===== src/core/mbs_defines.svh =====
// Constants of the table-access server: offsets, fields, codes, timing.
// Assumes a 50 MHz system clock and a byte-wide receive and transmit stream.
// Function
// - Own node address 1..247, act on own or broadcast
// - Server replies only, never transmits unprompted
// - Reply: address, function echo, data, checksum
// - Broadcast requests reach every server
// - Four tables: coils, inputs, two registers
// - Supports codes 01 02 03 04 05 06 15 16
// - Code 03 holding, code 04 input registers
// - Register writes only holding; 06 single, 10h many
// - Bit codes: 01, 05, 0Fh, 02
// - True sets coil, false clears; one per coil
// - Every access: start address and item count
// - 32-bit value spans two consecutive registers
// - Word order within value is selectable
// - Byte order reversible for 32-bit values
// - 16-bit values zero or sign extended
// - Unsigned 32-bit above limit shows negative
// - Client and server engines share data; only the server engine is built here
// - Inactive until enabled by configuration
// - Silence of 1.5 characters ends frame
// - Serial server uses binary framing with check
// - Sleep after 40 s idle; first packet wakes
// - Unsupported function returns illegal-function exception
`ifndef MBS_DEFINES_SVH
`define MBS_DEFINES_SVH

// ==========================================
// Register offsets
`define MBS_OFF_CTRL      8'h00
`define MBS_OFF_NODE      8'h04
`define MBS_OFF_STATUS    8'h08
`define MBS_OFF_COILS     8'h0c
`define MBS_OFF_DISC      8'h10
`define MBS_OFF_CONV_CFG  8'h14
`define MBS_OFF_CONV_VAL  8'h18
`define MBS_OFF_HOLD      8'h40
`define MBS_OFF_INP       8'h60

// ==========================================
// Fields and reset values
`define MBS_CTRL_EN       0
`define MBS_CTRL_AON      1
`define MBS_STAT_BUSY     0
`define MBS_STAT_SLEEP    1
`define MBS_NODE_RST      8'h01
`define MBS_NODE_MAX      8'hf7
`define MBS_BCAST         8'h00

// ==========================================
// Function and exception codes
`define MBS_FC_RD_COILS   8'h01
`define MBS_FC_RD_DISC    8'h02
`define MBS_FC_RD_HOLD    8'h03
`define MBS_FC_RD_INP     8'h04
`define MBS_FC_WR_COIL    8'h05
`define MBS_FC_WR_HOLD    8'h06
`define MBS_FC_WR_COILS   8'h0f
`define MBS_FC_WR_HOLDS   8'h10
`define MBS_EXC_FLAG      8'h80
`define MBS_EXC_FUNC      8'h01
`define MBS_EXC_ADDR      8'h02
`define MBS_EXC_VALUE     8'h03
`define MBS_COIL_ON       16'hff00
`define MBS_COIL_OFF      16'h0000
`define MBS_CRC_INIT      16'hffff
`define MBS_CRC_POLY      16'ha001

// ==========================================
// Sizes
`define MBS_N_COILS       16
`define MBS_N_REGS        8
`define MBS_RXBUF         32
`define MBS_MIN_FRAME     6'h08

// ==========================================
// Timing
`define MBS_CLK_NS        20
`define MBS_CLK_HZ        50000000
`define MBS_GAP_NS        859375
`define MBS_SLEEP_S       40

`endif


===== src/core/mbs_pkg.sv =====
// Types of the table-access server.
// Holds its own encodings; takes nothing from mbs_defines.svh.
package mbs_pkg;

	typedef enum logic [1:0] {
		ST_RECV  = 2'b00,
		ST_PARSE = 2'b01,
		ST_WRITE = 2'b10,
		ST_SEND  = 2'b11
	} mbs_state_e;

	typedef enum logic [2:0] {
		DT_U16 = 3'b000,
		DT_S16 = 3'b001,
		DT_S32 = 3'b010,
		DT_U32 = 3'b011,
		DT_F32 = 3'b100
	} mbs_dtype_e;

	typedef struct packed {
		logic       always_on;
		logic       enable;
		logic [7:0] node;
	} mbs_ctrl_s;

	typedef struct packed {
		logic       byte_swap;
		logic       word_swap;
		mbs_dtype_e dtype;
		logic       tbl_input;
		logic [2:0] pair;
	} mbs_conv_s;

	typedef logic [15:0] mbs_word_t;

endpackage


===== src/core/mbs_server.sv =====
// Request interpreter and data tables of a binary-framed table-access server.
// Assumes a byte stream from a serial receiver and a byte sink with ready.
`timescale 1ns/1ps
`include "mbs_defines.svh"
module mbs_server
	import mbs_pkg::*;
#(
	parameter int unsigned GAP_CYCLES   = (`MBS_GAP_NS + `MBS_CLK_NS - 1) / `MBS_CLK_NS,
	parameter int unsigned SLEEP_CYCLES = `MBS_SLEEP_S * `MBS_CLK_HZ
) (
	input  wire logic        ref_clk_i,
	input  wire logic        resetn_i,
	input  wire logic [7:0]  addr_i,
	input  wire logic [31:0] wdata_i,
	input  wire logic        wr_i,
	input  wire logic        rd_i,
	output logic      [31:0] rdata_o,
	input  wire logic        rx_valid_i,
	input  wire logic [7:0]  rx_data_i,
	output logic             tx_valid_o,
	output logic      [7:0]  tx_data_o,
	input  wire logic        tx_ready_i,
	output logic      [15:0] coils_o
);

	// ==========================================
	// State
	mbs_state_e  state;
	mbs_ctrl_s   ctrl;
	mbs_conv_s   conv;
	logic [15:0] coils;
	logic [15:0] disc;
	mbs_word_t   hold [`MBS_N_REGS];
	mbs_word_t   inp  [`MBS_N_REGS];
	logic [7:0]  rx_buf [`MBS_RXBUF];
	logic [5:0]  rx_cnt;
	logic        rx_ovf;
	logic [15:0] rx_crc;
	logic [31:0] gap_cnt;
	logic [30:0] idle_cnt;
	logic        asleep;
	logic [7:0]  fc_q;
	logic [7:0]  exc_q;
	logic [3:0]  start_q;
	logic [4:0]  items_q;
	logic        reply_q;
	logic [4:0]  k_cnt;
	logic [5:0]  tx_len;
	logic [5:0]  tx_idx;
	logic [15:0] tx_crc;

	logic        frame_end;
	logic [7:0]  p_fc;
	logic [15:0] p_start;
	logic [15:0] p_qty;
	logic [16:0] p_end;
	logic [5:0]  p_bsum;
	logic [7:0]  p_bc;
	logic [7:0]  p_exc;
	logic [4:0]  p_items;
	logic [5:0]  p_len;
	logic        p_drop;
	logic        p_write;
	logic        p_bcast;
	logic        tx_load;
	logic [7:0]  tx_byte;
	logic [15:0] bits_resp;
	logic [15:0] bits_mask;
	logic [5:0]  tx_off;
	logic [2:0]  rd_idx;
	mbs_word_t   rd_word;
	logic [3:0]  cw_idx;
	logic [2:0]  hw_idx;
	mbs_word_t   hw_val;
	logic        hw_en;
	mbs_word_t   cv_w0;
	mbs_word_t   cv_w1;
	logic [31:0] cv_raw;
	logic [15:0] cv_half;
	logic [31:0] conv_val;

	function automatic logic [15:0] crc_step(input logic [15:0] c, input logic [7:0] d);
		logic [15:0] r;
		r = c ^ {8'h00, d};
		for (int i = 0; i < 8; i++) begin
			r = r[0] ? ((r >> 1) ^ `MBS_CRC_POLY) : (r >> 1);
		end
		return r;
	endfunction

	// ==========================================
	// Receive and frame delimiting
	assign frame_end = (state == ST_RECV) && (rx_cnt != 6'h00) && (gap_cnt == GAP_CYCLES - 1);

	always_ff @(posedge ref_clk_i) begin
		if (!resetn_i) begin
			rx_cnt  <= 6'h00;
			rx_ovf  <= 1'b0;
			rx_crc  <= `MBS_CRC_INIT;
			gap_cnt <= 32'h0000_0000;
		end else if (state == ST_RECV && ctrl.enable) begin
			if (rx_valid_i) begin
				if (rx_cnt < 6'(`MBS_RXBUF)) begin
					rx_cnt <= rx_cnt + 6'h01;
				end else begin
					rx_ovf <= 1'b1;
				end
				rx_crc  <= crc_step(rx_crc, rx_data_i);
				gap_cnt <= 32'h0000_0000;
			end else if (rx_cnt != 6'h00) begin
				gap_cnt <= gap_cnt + 32'h0000_0001;
			end
		end else if (state != ST_WRITE && state != ST_SEND) begin
			rx_cnt  <= 6'h00;
			rx_ovf  <= 1'b0;
			rx_crc  <= `MBS_CRC_INIT;
			gap_cnt <= 32'h0000_0000;
		end
	end

	always_ff @(posedge ref_clk_i) begin
		if (state == ST_RECV && ctrl.enable && rx_valid_i && rx_cnt < 6'(`MBS_RXBUF)) begin
			rx_buf[rx_cnt[4:0]] <= rx_data_i;
		end
	end

	// ==========================================
	// Request decode
	always_comb begin
		p_fc    = rx_buf[1];
		p_start = {rx_buf[2], rx_buf[3]};
		p_qty   = {rx_buf[4], rx_buf[5]};
		p_end   = {1'b0, p_start} + {1'b0, p_qty};
		p_bsum  = {1'b0, p_qty[4:0]} + 6'h07;
		p_bc    = {5'h00, p_bsum[5:3]};
		p_bcast = (rx_buf[0] == `MBS_BCAST);
		p_drop  = rx_ovf || (rx_cnt < `MBS_MIN_FRAME) || (rx_crc != 16'h0000)
			|| (!p_bcast && rx_buf[0] != ctrl.node) || asleep;
		p_exc   = 8'h00;
		p_items = 5'h01;
		p_len   = 6'h06;
		p_write = 1'b0;
		case (p_fc)
			`MBS_FC_RD_COILS, `MBS_FC_RD_DISC: begin
				if (p_qty == 16'h0000 || p_qty > 16'(`MBS_N_COILS)) begin
					p_exc = `MBS_EXC_VALUE;
				end else if (p_end > 17'(`MBS_N_COILS)) begin
					p_exc = `MBS_EXC_ADDR;
				end
				p_items = p_qty[4:0];
				p_len   = 6'h03 + p_bc[5:0];
			end
			`MBS_FC_RD_HOLD, `MBS_FC_RD_INP: begin
				if (p_qty == 16'h0000 || p_qty > 16'(`MBS_N_REGS)) begin
					p_exc = `MBS_EXC_VALUE;
				end else if (p_end > 17'(`MBS_N_REGS)) begin
					p_exc = `MBS_EXC_ADDR;
				end
				p_items = p_qty[4:0];
				p_len   = 6'h03 + {p_qty[4:0], 1'b0};
			end
			`MBS_FC_WR_COIL: begin
				p_write = 1'b1;
				if (p_start >= 16'(`MBS_N_COILS)) begin
					p_exc = `MBS_EXC_ADDR;
				end else if (p_qty != `MBS_COIL_ON && p_qty != `MBS_COIL_OFF) begin
					p_exc = `MBS_EXC_VALUE;
				end
			end
			`MBS_FC_WR_HOLD: begin
				p_write = 1'b1;
				if (p_start >= 16'(`MBS_N_REGS)) begin
					p_exc = `MBS_EXC_ADDR;
				end
			end
			`MBS_FC_WR_COILS: begin
				p_write = 1'b1;
				p_items = p_qty[4:0];
				if (p_qty == 16'h0000 || p_qty > 16'(`MBS_N_COILS) || rx_buf[6] != p_bc
					|| rx_cnt != 6'h09 + p_bc[5:0]) begin
					p_exc = `MBS_EXC_VALUE;
				end else if (p_end > 17'(`MBS_N_COILS)) begin
					p_exc = `MBS_EXC_ADDR;
				end
			end
			`MBS_FC_WR_HOLDS: begin
				p_write = 1'b1;
				p_items = p_qty[4:0];
				if (p_qty == 16'h0000 || p_qty > 16'(`MBS_N_REGS)
					|| rx_buf[6] != {2'b00, p_qty[4:0], 1'b0}
					|| rx_cnt != 6'h09 + {p_qty[4:0], 1'b0}) begin
					p_exc = `MBS_EXC_VALUE;
				end else if (p_end > 17'(`MBS_N_REGS)) begin
					p_exc = `MBS_EXC_ADDR;
				end
			end
			default: p_exc = `MBS_EXC_FUNC;
		endcase
		if (p_exc != 8'h00) begin
			p_len = 6'h03;
		end
	end

	// ==========================================
	// Sequencer
	always_ff @(posedge ref_clk_i) begin
		if (!resetn_i) begin
			state   <= ST_RECV;
			fc_q    <= 8'h00;
			exc_q   <= 8'h00;
			start_q <= 4'h0;
			items_q <= 5'h01;
			reply_q <= 1'b0;
			k_cnt   <= 5'h00;
			tx_len  <= 6'h00;
		end else begin
			case (state)
				ST_RECV: begin
					if (frame_end && ctrl.enable) begin
						state <= ST_PARSE;
					end
				end
				ST_PARSE: begin
					fc_q    <= p_fc;
					exc_q   <= p_exc;
					start_q <= p_start[3:0];
					items_q <= p_items;
					reply_q <= !p_bcast;
					tx_len  <= p_len;
					k_cnt   <= 5'h00;
					if (p_drop) begin
						state <= ST_RECV;
					end else if (p_exc == 8'h00 && p_write) begin
						state <= ST_WRITE;
					end else if (!p_bcast) begin
						state <= ST_SEND;
					end else begin
						state <= ST_RECV;
					end
				end
				ST_WRITE: begin
					k_cnt <= k_cnt + 5'h01;
					if (k_cnt == items_q - 5'h01) begin
						state <= reply_q ? ST_SEND : ST_RECV;
					end
				end
				ST_SEND: begin
					if (tx_idx == tx_len + 6'h02 && (!tx_valid_o || tx_ready_i)) begin
						state <= ST_RECV;
					end
				end
				default: state <= ST_RECV;
			endcase
		end
	end

	// ==========================================
	// Sleep after idle
	always_ff @(posedge ref_clk_i) begin
		if (!resetn_i) begin
			idle_cnt <= 31'h0000_0000;
			asleep   <= 1'b0;
		end else begin
			if (rx_valid_i || ctrl.always_on || !ctrl.enable) begin
				idle_cnt <= 31'h0000_0000;
			end else if (idle_cnt != 31'(SLEEP_CYCLES - 1)) begin
				idle_cnt <= idle_cnt + 31'h0000_0001;
			end
			if (ctrl.always_on) begin
				asleep <= 1'b0;
			end else if (idle_cnt == 31'(SLEEP_CYCLES - 1)) begin
				asleep <= 1'b1;
			end else if (state == ST_PARSE) begin
				asleep <= 1'b0;
			end
		end
	end

	// ==========================================
	// Table writes from requests and from the register port
	assign cw_idx = start_q + k_cnt[3:0];
	assign hw_idx = start_q[2:0] + k_cnt[2:0];
	assign hw_en  = (state == ST_WRITE) && (fc_q == `MBS_FC_WR_HOLD || fc_q == `MBS_FC_WR_HOLDS);
	assign hw_val = (fc_q == `MBS_FC_WR_HOLD) ? {rx_buf[4], rx_buf[5]}
		: {rx_buf[5'(5'h07 + {k_cnt[3:0], 1'b0})], rx_buf[5'(5'h08 + {k_cnt[3:0], 1'b0})]};

	always_ff @(posedge ref_clk_i) begin
		if (!resetn_i) begin
			coils <= 16'h0000;
		end else if (state == ST_WRITE && fc_q == `MBS_FC_WR_COIL) begin
			coils[start_q] <= ({rx_buf[4], rx_buf[5]} == `MBS_COIL_ON);
		end else if (state == ST_WRITE && fc_q == `MBS_FC_WR_COILS) begin
			coils[cw_idx] <= rx_buf[5'(5'h07 + {3'b000, k_cnt[4:3]})][k_cnt[2:0]];
		end else if (wr_i && addr_i == `MBS_OFF_COILS) begin
			coils <= wdata_i[15:0];
		end
	end

	always_ff @(posedge ref_clk_i) begin
		if (!resetn_i) begin
			disc <= 16'h0000;
		end else if (wr_i && addr_i == `MBS_OFF_DISC) begin
			disc <= wdata_i[15:0];
		end
	end

	assign coils_o = coils;

	for (genvar g = 0; g < `MBS_N_REGS; g++) begin : g_regs
		always_ff @(posedge ref_clk_i) begin
			if (!resetn_i) begin
				hold[g] <= 16'h0000;
			end else if (hw_en && hw_idx == 3'(g)) begin
				hold[g] <= hw_val;
			end else if (wr_i && addr_i == 8'(`MBS_OFF_HOLD + 4 * g)) begin
				hold[g] <= wdata_i[15:0];
			end
		end
		always_ff @(posedge ref_clk_i) begin
			if (!resetn_i) begin
				inp[g] <= 16'h0000;
			end else if (wr_i && addr_i == 8'(`MBS_OFF_INP + 4 * g)) begin
				inp[g] <= wdata_i[15:0];
			end
		end
	end

	// ==========================================
	// Reply bytes
	always_comb begin
		tx_off    = tx_idx - 6'h03;
		bits_mask = 16'((17'h0_0001 << items_q) - 17'h0_0001);
		bits_resp = (((fc_q == `MBS_FC_RD_COILS) ? coils : disc) >> start_q) & bits_mask;
		rd_idx    = start_q[2:0] + tx_off[3:1];
		rd_word   = (fc_q == `MBS_FC_RD_HOLD) ? hold[rd_idx] : inp[rd_idx];
		if (tx_idx == tx_len) begin
			tx_byte = tx_crc[7:0];
		end else if (tx_idx == tx_len + 6'h01) begin
			tx_byte = tx_crc[15:8];
		end else if (tx_idx == 6'h00) begin
			tx_byte = ctrl.node;
		end else if (tx_idx == 6'h01) begin
			tx_byte = (exc_q != 8'h00) ? (fc_q | `MBS_EXC_FLAG) : fc_q;
		end else if (tx_idx == 6'h02 && exc_q != 8'h00) begin
			tx_byte = exc_q;
		end else if (fc_q == `MBS_FC_RD_COILS || fc_q == `MBS_FC_RD_DISC) begin
			tx_byte = (tx_idx == 6'h02) ? {2'b00, tx_len - 6'h03}
				: (tx_off[0] ? bits_resp[15:8] : bits_resp[7:0]);
		end else if (fc_q == `MBS_FC_RD_HOLD || fc_q == `MBS_FC_RD_INP) begin
			tx_byte = (tx_idx == 6'h02) ? {2'b00, tx_len - 6'h03}
				: (tx_off[0] ? rd_word[7:0] : rd_word[15:8]);
		end else begin
			tx_byte = rx_buf[tx_idx[4:0]];
		end
	end

	assign tx_load = (state == ST_SEND) && (!tx_valid_o || tx_ready_i)
		&& (tx_idx <= tx_len + 6'h01);

	always_ff @(posedge ref_clk_i) begin
		if (!resetn_i) begin
			tx_valid_o <= 1'b0;
			tx_data_o  <= 8'h00;
			tx_idx     <= 6'h00;
			tx_crc     <= `MBS_CRC_INIT;
		end else if (state == ST_PARSE) begin
			tx_idx <= 6'h00;
			tx_crc <= `MBS_CRC_INIT;
		end else if (tx_load) begin
			tx_valid_o <= 1'b1;
			tx_data_o  <= tx_byte;
			tx_idx     <= tx_idx + 6'h01;
			if (tx_idx < tx_len) begin
				tx_crc <= crc_step(tx_crc, tx_byte);
			end
		end else if (tx_ready_i) begin
			tx_valid_o <= 1'b0;
		end
	end

	// ==========================================
	// Value view of a register pair
	always_comb begin
		cv_w0   = conv.tbl_input ? inp[conv.pair] : hold[conv.pair];
		cv_w1   = conv.tbl_input ? inp[3'(conv.pair + 3'h1)] : hold[3'(conv.pair + 3'h1)];
		cv_raw  = conv.word_swap ? {cv_w1, cv_w0} : {cv_w0, cv_w1};
		cv_half = conv.byte_swap ? {cv_w0[7:0], cv_w0[15:8]} : cv_w0;
		if (conv.byte_swap) begin
			cv_raw = {cv_raw[7:0], cv_raw[15:8], cv_raw[23:16], cv_raw[31:24]};
		end
		case (conv.dtype)
			DT_U16:  conv_val = {16'h0000, cv_half};
			DT_S16:  conv_val = {{16{cv_half[15]}}, cv_half};
			default: conv_val = cv_raw;
		endcase
	end

	// ==========================================
	// Software register port
	always_ff @(posedge ref_clk_i) begin
		if (!resetn_i) begin
			ctrl <= '{always_on: 1'b0, enable: 1'b0, node: `MBS_NODE_RST};
			conv <= '0;
		end else if (wr_i) begin
			if (addr_i == `MBS_OFF_CTRL) begin
				ctrl.enable    <= wdata_i[`MBS_CTRL_EN];
				ctrl.always_on <= wdata_i[`MBS_CTRL_AON];
			end else if (addr_i == `MBS_OFF_NODE) begin
				if (wdata_i[7:0] != 8'h00 && wdata_i[7:0] <= `MBS_NODE_MAX && wdata_i[31:8] == 24'h00_0000) begin
					ctrl.node <= wdata_i[7:0];
				end
			end else if (addr_i == `MBS_OFF_CONV_CFG) begin
				conv <= mbs_conv_s'(wdata_i[8:0]);
			end
		end
	end

	always_ff @(posedge ref_clk_i) begin
		if (!resetn_i) begin
			rdata_o <= 32'h0000_0000;
		end else if (!rd_i) begin
			rdata_o <= 32'h0000_0000;
		end else if (addr_i == `MBS_OFF_CTRL) begin
			rdata_o <= {30'h0000_0000, ctrl.always_on, ctrl.enable};
		end else if (addr_i == `MBS_OFF_NODE) begin
			rdata_o <= {24'h00_0000, ctrl.node};
		end else if (addr_i == `MBS_OFF_STATUS) begin
			rdata_o <= {28'h000_0000, state, asleep, (state != ST_RECV)};
		end else if (addr_i == `MBS_OFF_COILS) begin
			rdata_o <= {16'h0000, coils};
		end else if (addr_i == `MBS_OFF_DISC) begin
			rdata_o <= {16'h0000, disc};
		end else if (addr_i == `MBS_OFF_CONV_CFG) begin
			rdata_o <= {23'h00_0000, conv};
		end else if (addr_i == `MBS_OFF_CONV_VAL) begin
			rdata_o <= conv_val;
		end else if (addr_i >= `MBS_OFF_HOLD && addr_i < `MBS_OFF_INP && addr_i[1:0] == 2'b00) begin
			rdata_o <= {16'h0000, hold[addr_i[4:2]]};
		end else if (addr_i >= `MBS_OFF_INP && addr_i < 8'h80 && addr_i[1:0] == 2'b00) begin
			rdata_o <= {16'h0000, inp[addr_i[4:2]]};
		end else begin
			rdata_o <= 32'h0000_0000;
		end
	end

endmodule


===== config.mk =====
export PLATFORM = sky130hd
export DESIGN_NAME = mbs_server
export DESIGN_NICKNAME = d
export VERILOG_FILES = /design/src/core/mbs_pkg.sv /design/src/core/mbs_server.sv
export VERILOG_INCLUDE_DIRS = /design/src /design/src/core
export SDC_FILE = /design/constraint.sdc
export NUM_CORES = 2
export LEC_CHECK = 0
export BUFFER_PORTS_ARGS = -buffer_cell sky130_fd_sc_hd__buf_2
export CAP_MARGIN = 0
export CELL_PAD_IN_SITES_DETAIL_PLACEMENT = 0
export CELL_PAD_IN_SITES_GLOBAL_PLACEMENT = 1
export CORE_AREA = 2 2 319 385
export DETAILED_ROUTE_END_ITERATION = 16
export DIE_AREA = 0 0 321 387
export HOLD_SLACK_MARGIN = 0.15
export PLACE_DENSITY = 0.7
export RECOVER_POWER = 100
export SLEW_MARGIN = 15
export SYNTH_ARGS = -nofsm -noshare
export SYNTH_HDL_FRONTEND = slang
export SYNTH_SLANG_ARGS = --single-unit

===== constraint.sdc =====
create_clock -name ref_clk_i -period 7.9 [get_ports ref_clk_i]
set_clock_uncertainty 0.15 [all_clocks]
set_input_delay 0.395 -clock ref_clk_i [delete_from_list [all_inputs] [get_ports ref_clk_i]]
set_output_delay 0.395 -clock ref_clk_i [all_outputs]
set_load 0.005 [all_outputs]

==> flow_summary.json <==
{
  "max_cap_viol_count": 38,
  "violations": "max-capacitance violations, max-slew violations",
  "seq_area_frac_synth_pct": 42.20,
  "wl_met3_mm": 17.42,
  "yosysWarningCount": 0,
  "cts_buffers": 86,
  "wl_met1_mm": 69.70,
  "cts_setup_buffers": 0,
  "wl_met2_mm": 84.62,
  "drt_iter0_markers": 5187,
  "initial_core_util_pct": 39.76,
  "hp-class": "input port to flop",
  "wl_mm": 185.7,
  "clock_latency_ps": 680,
  "clockRootBuffer": "clkbuf_16",
  "critical-path-top-delay-family": "adder cells",
  "cts.sinks": 754,
  "total_power_uw": 9146,
  "vias": 38310,
  "synth_edf_count": 512,
  "pin_count": 111,
  "yosys.area.top_type_share_pct": 32.09,
  "cts.clk_slew.worst_paths_ps": 60,
  "start_kind": "flop",
  "netlist_area_um2": 47920,
  "status": "finished with violations",
  "dieArea_um2": 124200,
  "dp_cells": 5617,
  "critPathMaxStageDelay_ps": 1370,
  "holdWs_ps": 182.4,
  "post-route-period-util_pct": 89.71,
  "setup_violations": 0,
  "core_area_um2": 120500,
  "grt_max_degree": 59,
  "crit_buf_inv": 2,
  "ir_worst_vdd_uv": 192.1,
  "highest_layer": "met5",
  "cts_tree": "yes",
  "fp.dieW_um": 321,
  "critical_path_class": "flop to flop",
  "final_util_pct": 44.02,
  "overflow": 0,
  "p_leak_uw": 0.01695,
  "setup_tns_ps": 0,
  "worstMarginPinSlew_ps": 4353,
  "cp_max_fo": 33,
  "drtAntennaViolNets": 0,
  "rows": 140,
  "drive_gt1_share_pct": 19.30,
  "grt_first_pass_wirelength_mm": 268.5,
  "grtUsageTotal_pct": 29.49,
  "synth_largest_area_cell": "edfxtp_1",
  "antenna_found_initial": 4,
  "syn_inst": 4182,
  "timing.slew.headroom_pct": -193.3,
  "hpwl_mm": 133.0,
  "finalHoldViolCount": 0,
  "via_per_inst": 6.608,
  "clockBufferDepth": 3,
  "route.detailed.drc": 0,
  "area_growth_pct": 10.72,
  "syn-num-nets": 4310,
  "synth_cell_types": 97,
  "h-tree-depth": 3,
  "firstDrtPassIters": 7,
  "synthArstFlopShare_pct": 0,
  "globalplace.congestion": 0.9598,
  "critPathSlowestCell": "fa_1",
  "critical_path.cell_chain": "inv_1, ha_1, ha_4, fa_1, buf_4, mux4_2, mux2i_1, mux4_2, a211oi_1, a211oi_2, xor2_1, a221oi_2, xnor3_1, xnor2_1, xnor2_1, a31o_1",
  "wl_per_cell_um": 32.02,
  "nets": 4292,
  "max_freq_ghz": 0.1411,
  "synth.avg_cell_area_um2": 11.46,
  "ys_top_cells_by_area": "edfxtp_1, mux4_2, dfxtp_1, nand2_1, mux2i_1",
  "layout.cells.non_filler": 5798,
  "required_ps": 8330,
  "endpoint_kind": "flop",
  "period_needed_ps": 7087,
  "powerDensity_nw_per_um2": 172.4,
  "die_h_um": 387,
  "grt_pass1_vias": 36800,
  "rsz0062_at_grt": "no",
  "arrival_ps": 7510,
  "yosys_register_bits": 754,
  "report.final.slew_viol_count": 927,
  "io_buffers": 110,
  "synthFlopType": "edfxtp_1"
}
[layout by cell type, fill, tap and decap left out, drive strengths merged, types with 148 or more instances in the layout]
| cell type | instances |
|---|---|
| edfxtp | 512 |
| mux4 | 459 |
| nand2 | 449 |
| nor2 | 296 |
| o21ai | 244 |
| dfxtp | 242 |
| a21oi | 169 |
| clkbuf | 169 |
| and2 | 158 |
| mux2i | 148 |
[worst register-to-register path, delay by kind of cell, from the launching register on]
family	cells	cell delay, ps
muxes	3	1020
xor gates and xnor gates	4	1150
DFF	1	770
AOI/OAI and AO/OA	4	1220
adders and majority gates	3	1940
buffers and inverters	2	730
[synthesized netlist by cell type, drive strengths merged, types with 11 or more instances]
master  instances
a211oi         67
a21o           15
a21oi         169
a221oi         13
a22oi          26
a31oi          40
and2          158
and3           29
buf            84
clkbuf        246
dfxtp         242
edfxtp        512
ha             71
inv            57
mux2           24
mux2i         148
mux4          459
nand2         449
nand2b         19
nand3         138
nand3b         12
nand4          48
nor2          296
nor2b          23
nor3           88
nor4           41
o211ai         32
o21ai         244
o22ai          38
o31ai          11
or2            16
or3            26
xnor2          82
xor2           80
[report_power, final]
group          total [µW]  switching [µW]  internal, µW
sequential           4370            83.8          4280
combinational         477             288           189
clock                4300            1730          2570
[flip-flops by register name (all words and copies together), names as in the netlist, 6 cells and up, named ones only]
name and cells:
rdata_o 32, ctrl 10, gap_cnt 32, coils_o 16
rx_buf 256, tx_crc 16, inp 128, tx_len 6
fc_q 8, disc 16, rx_crc 16, rx_cnt 6
hold 128, tx_data_o 8, idle_cnt 31, conv 9
tx_idx 6
[logic make-up (layout without fill, tap and decap cells)]
logic type	count (synthesis)	after routing	synth area share, %
AND/OR/NAND/NOR	1396	1396	14.06
flip-flops	754	754	42.20
buffers and inverters	389	440	3.188
XOR/XNOR	165	165	3.162
other	0	3	0
adder cells (fa/ha/maj)	75	75	2.000
AO/OA/AOI/OAI	772	772	10.16
multiplexers	631	631	25.23
[layer usage]
| metal | GRT usage, % | up-vias |
|---|---|---|
| met5 | 0 | - |
| li1 | - | 16180 |
| met4 | 18.44 | 4 |
| met1 | 37.80 | 19180 |
| met3 | 5.495 | 523 |
| met2 | 46.11 | 2433 |
[stage by stage]
stage	cell area (µm²)	worst slack [ps]
2_1_floorplan	47920	2168
3_3_place_gp	50090	1561
3_5_place_dp	50090	1488
4_1_cts	53290	1476
5_1_grt	53050	587.7
6_report	53050	813.0
[path summary, 6_finish.rpt]
kind                       end  slack (ps)  cells past startpoint         start
setup / recovery    tx_crc[15]         810                     16     tx_idx[0]
hold / removal         disc[2]         180                      3    wdata_i[2]
hold reg to reg   tx_data_o[2]         320                      2  tx_data_o[2]
setup reg to reg    tx_crc[15]         810                     16     tx_idx[0]
[what timing repair did]
| action | CTS | global route |
|---|---|---|
| endpoints found under the hold margin | 95 | 0 |
| hold buffers | 21 | 0 |
| resized for setup | 0 | 0 |
[layout make-up]
type,count,area (µm²)
repair buffers,224,1366
diodes,3,7.507
flip-flops and latches,754,20240
clock buffers,113,2400
multi-input cells,3039,26270
inverters,59,221.5
fillers,11270,67460
clock inverters,44,596.8
well taps,1562,1954
Power figures use the tool's default switching activity.
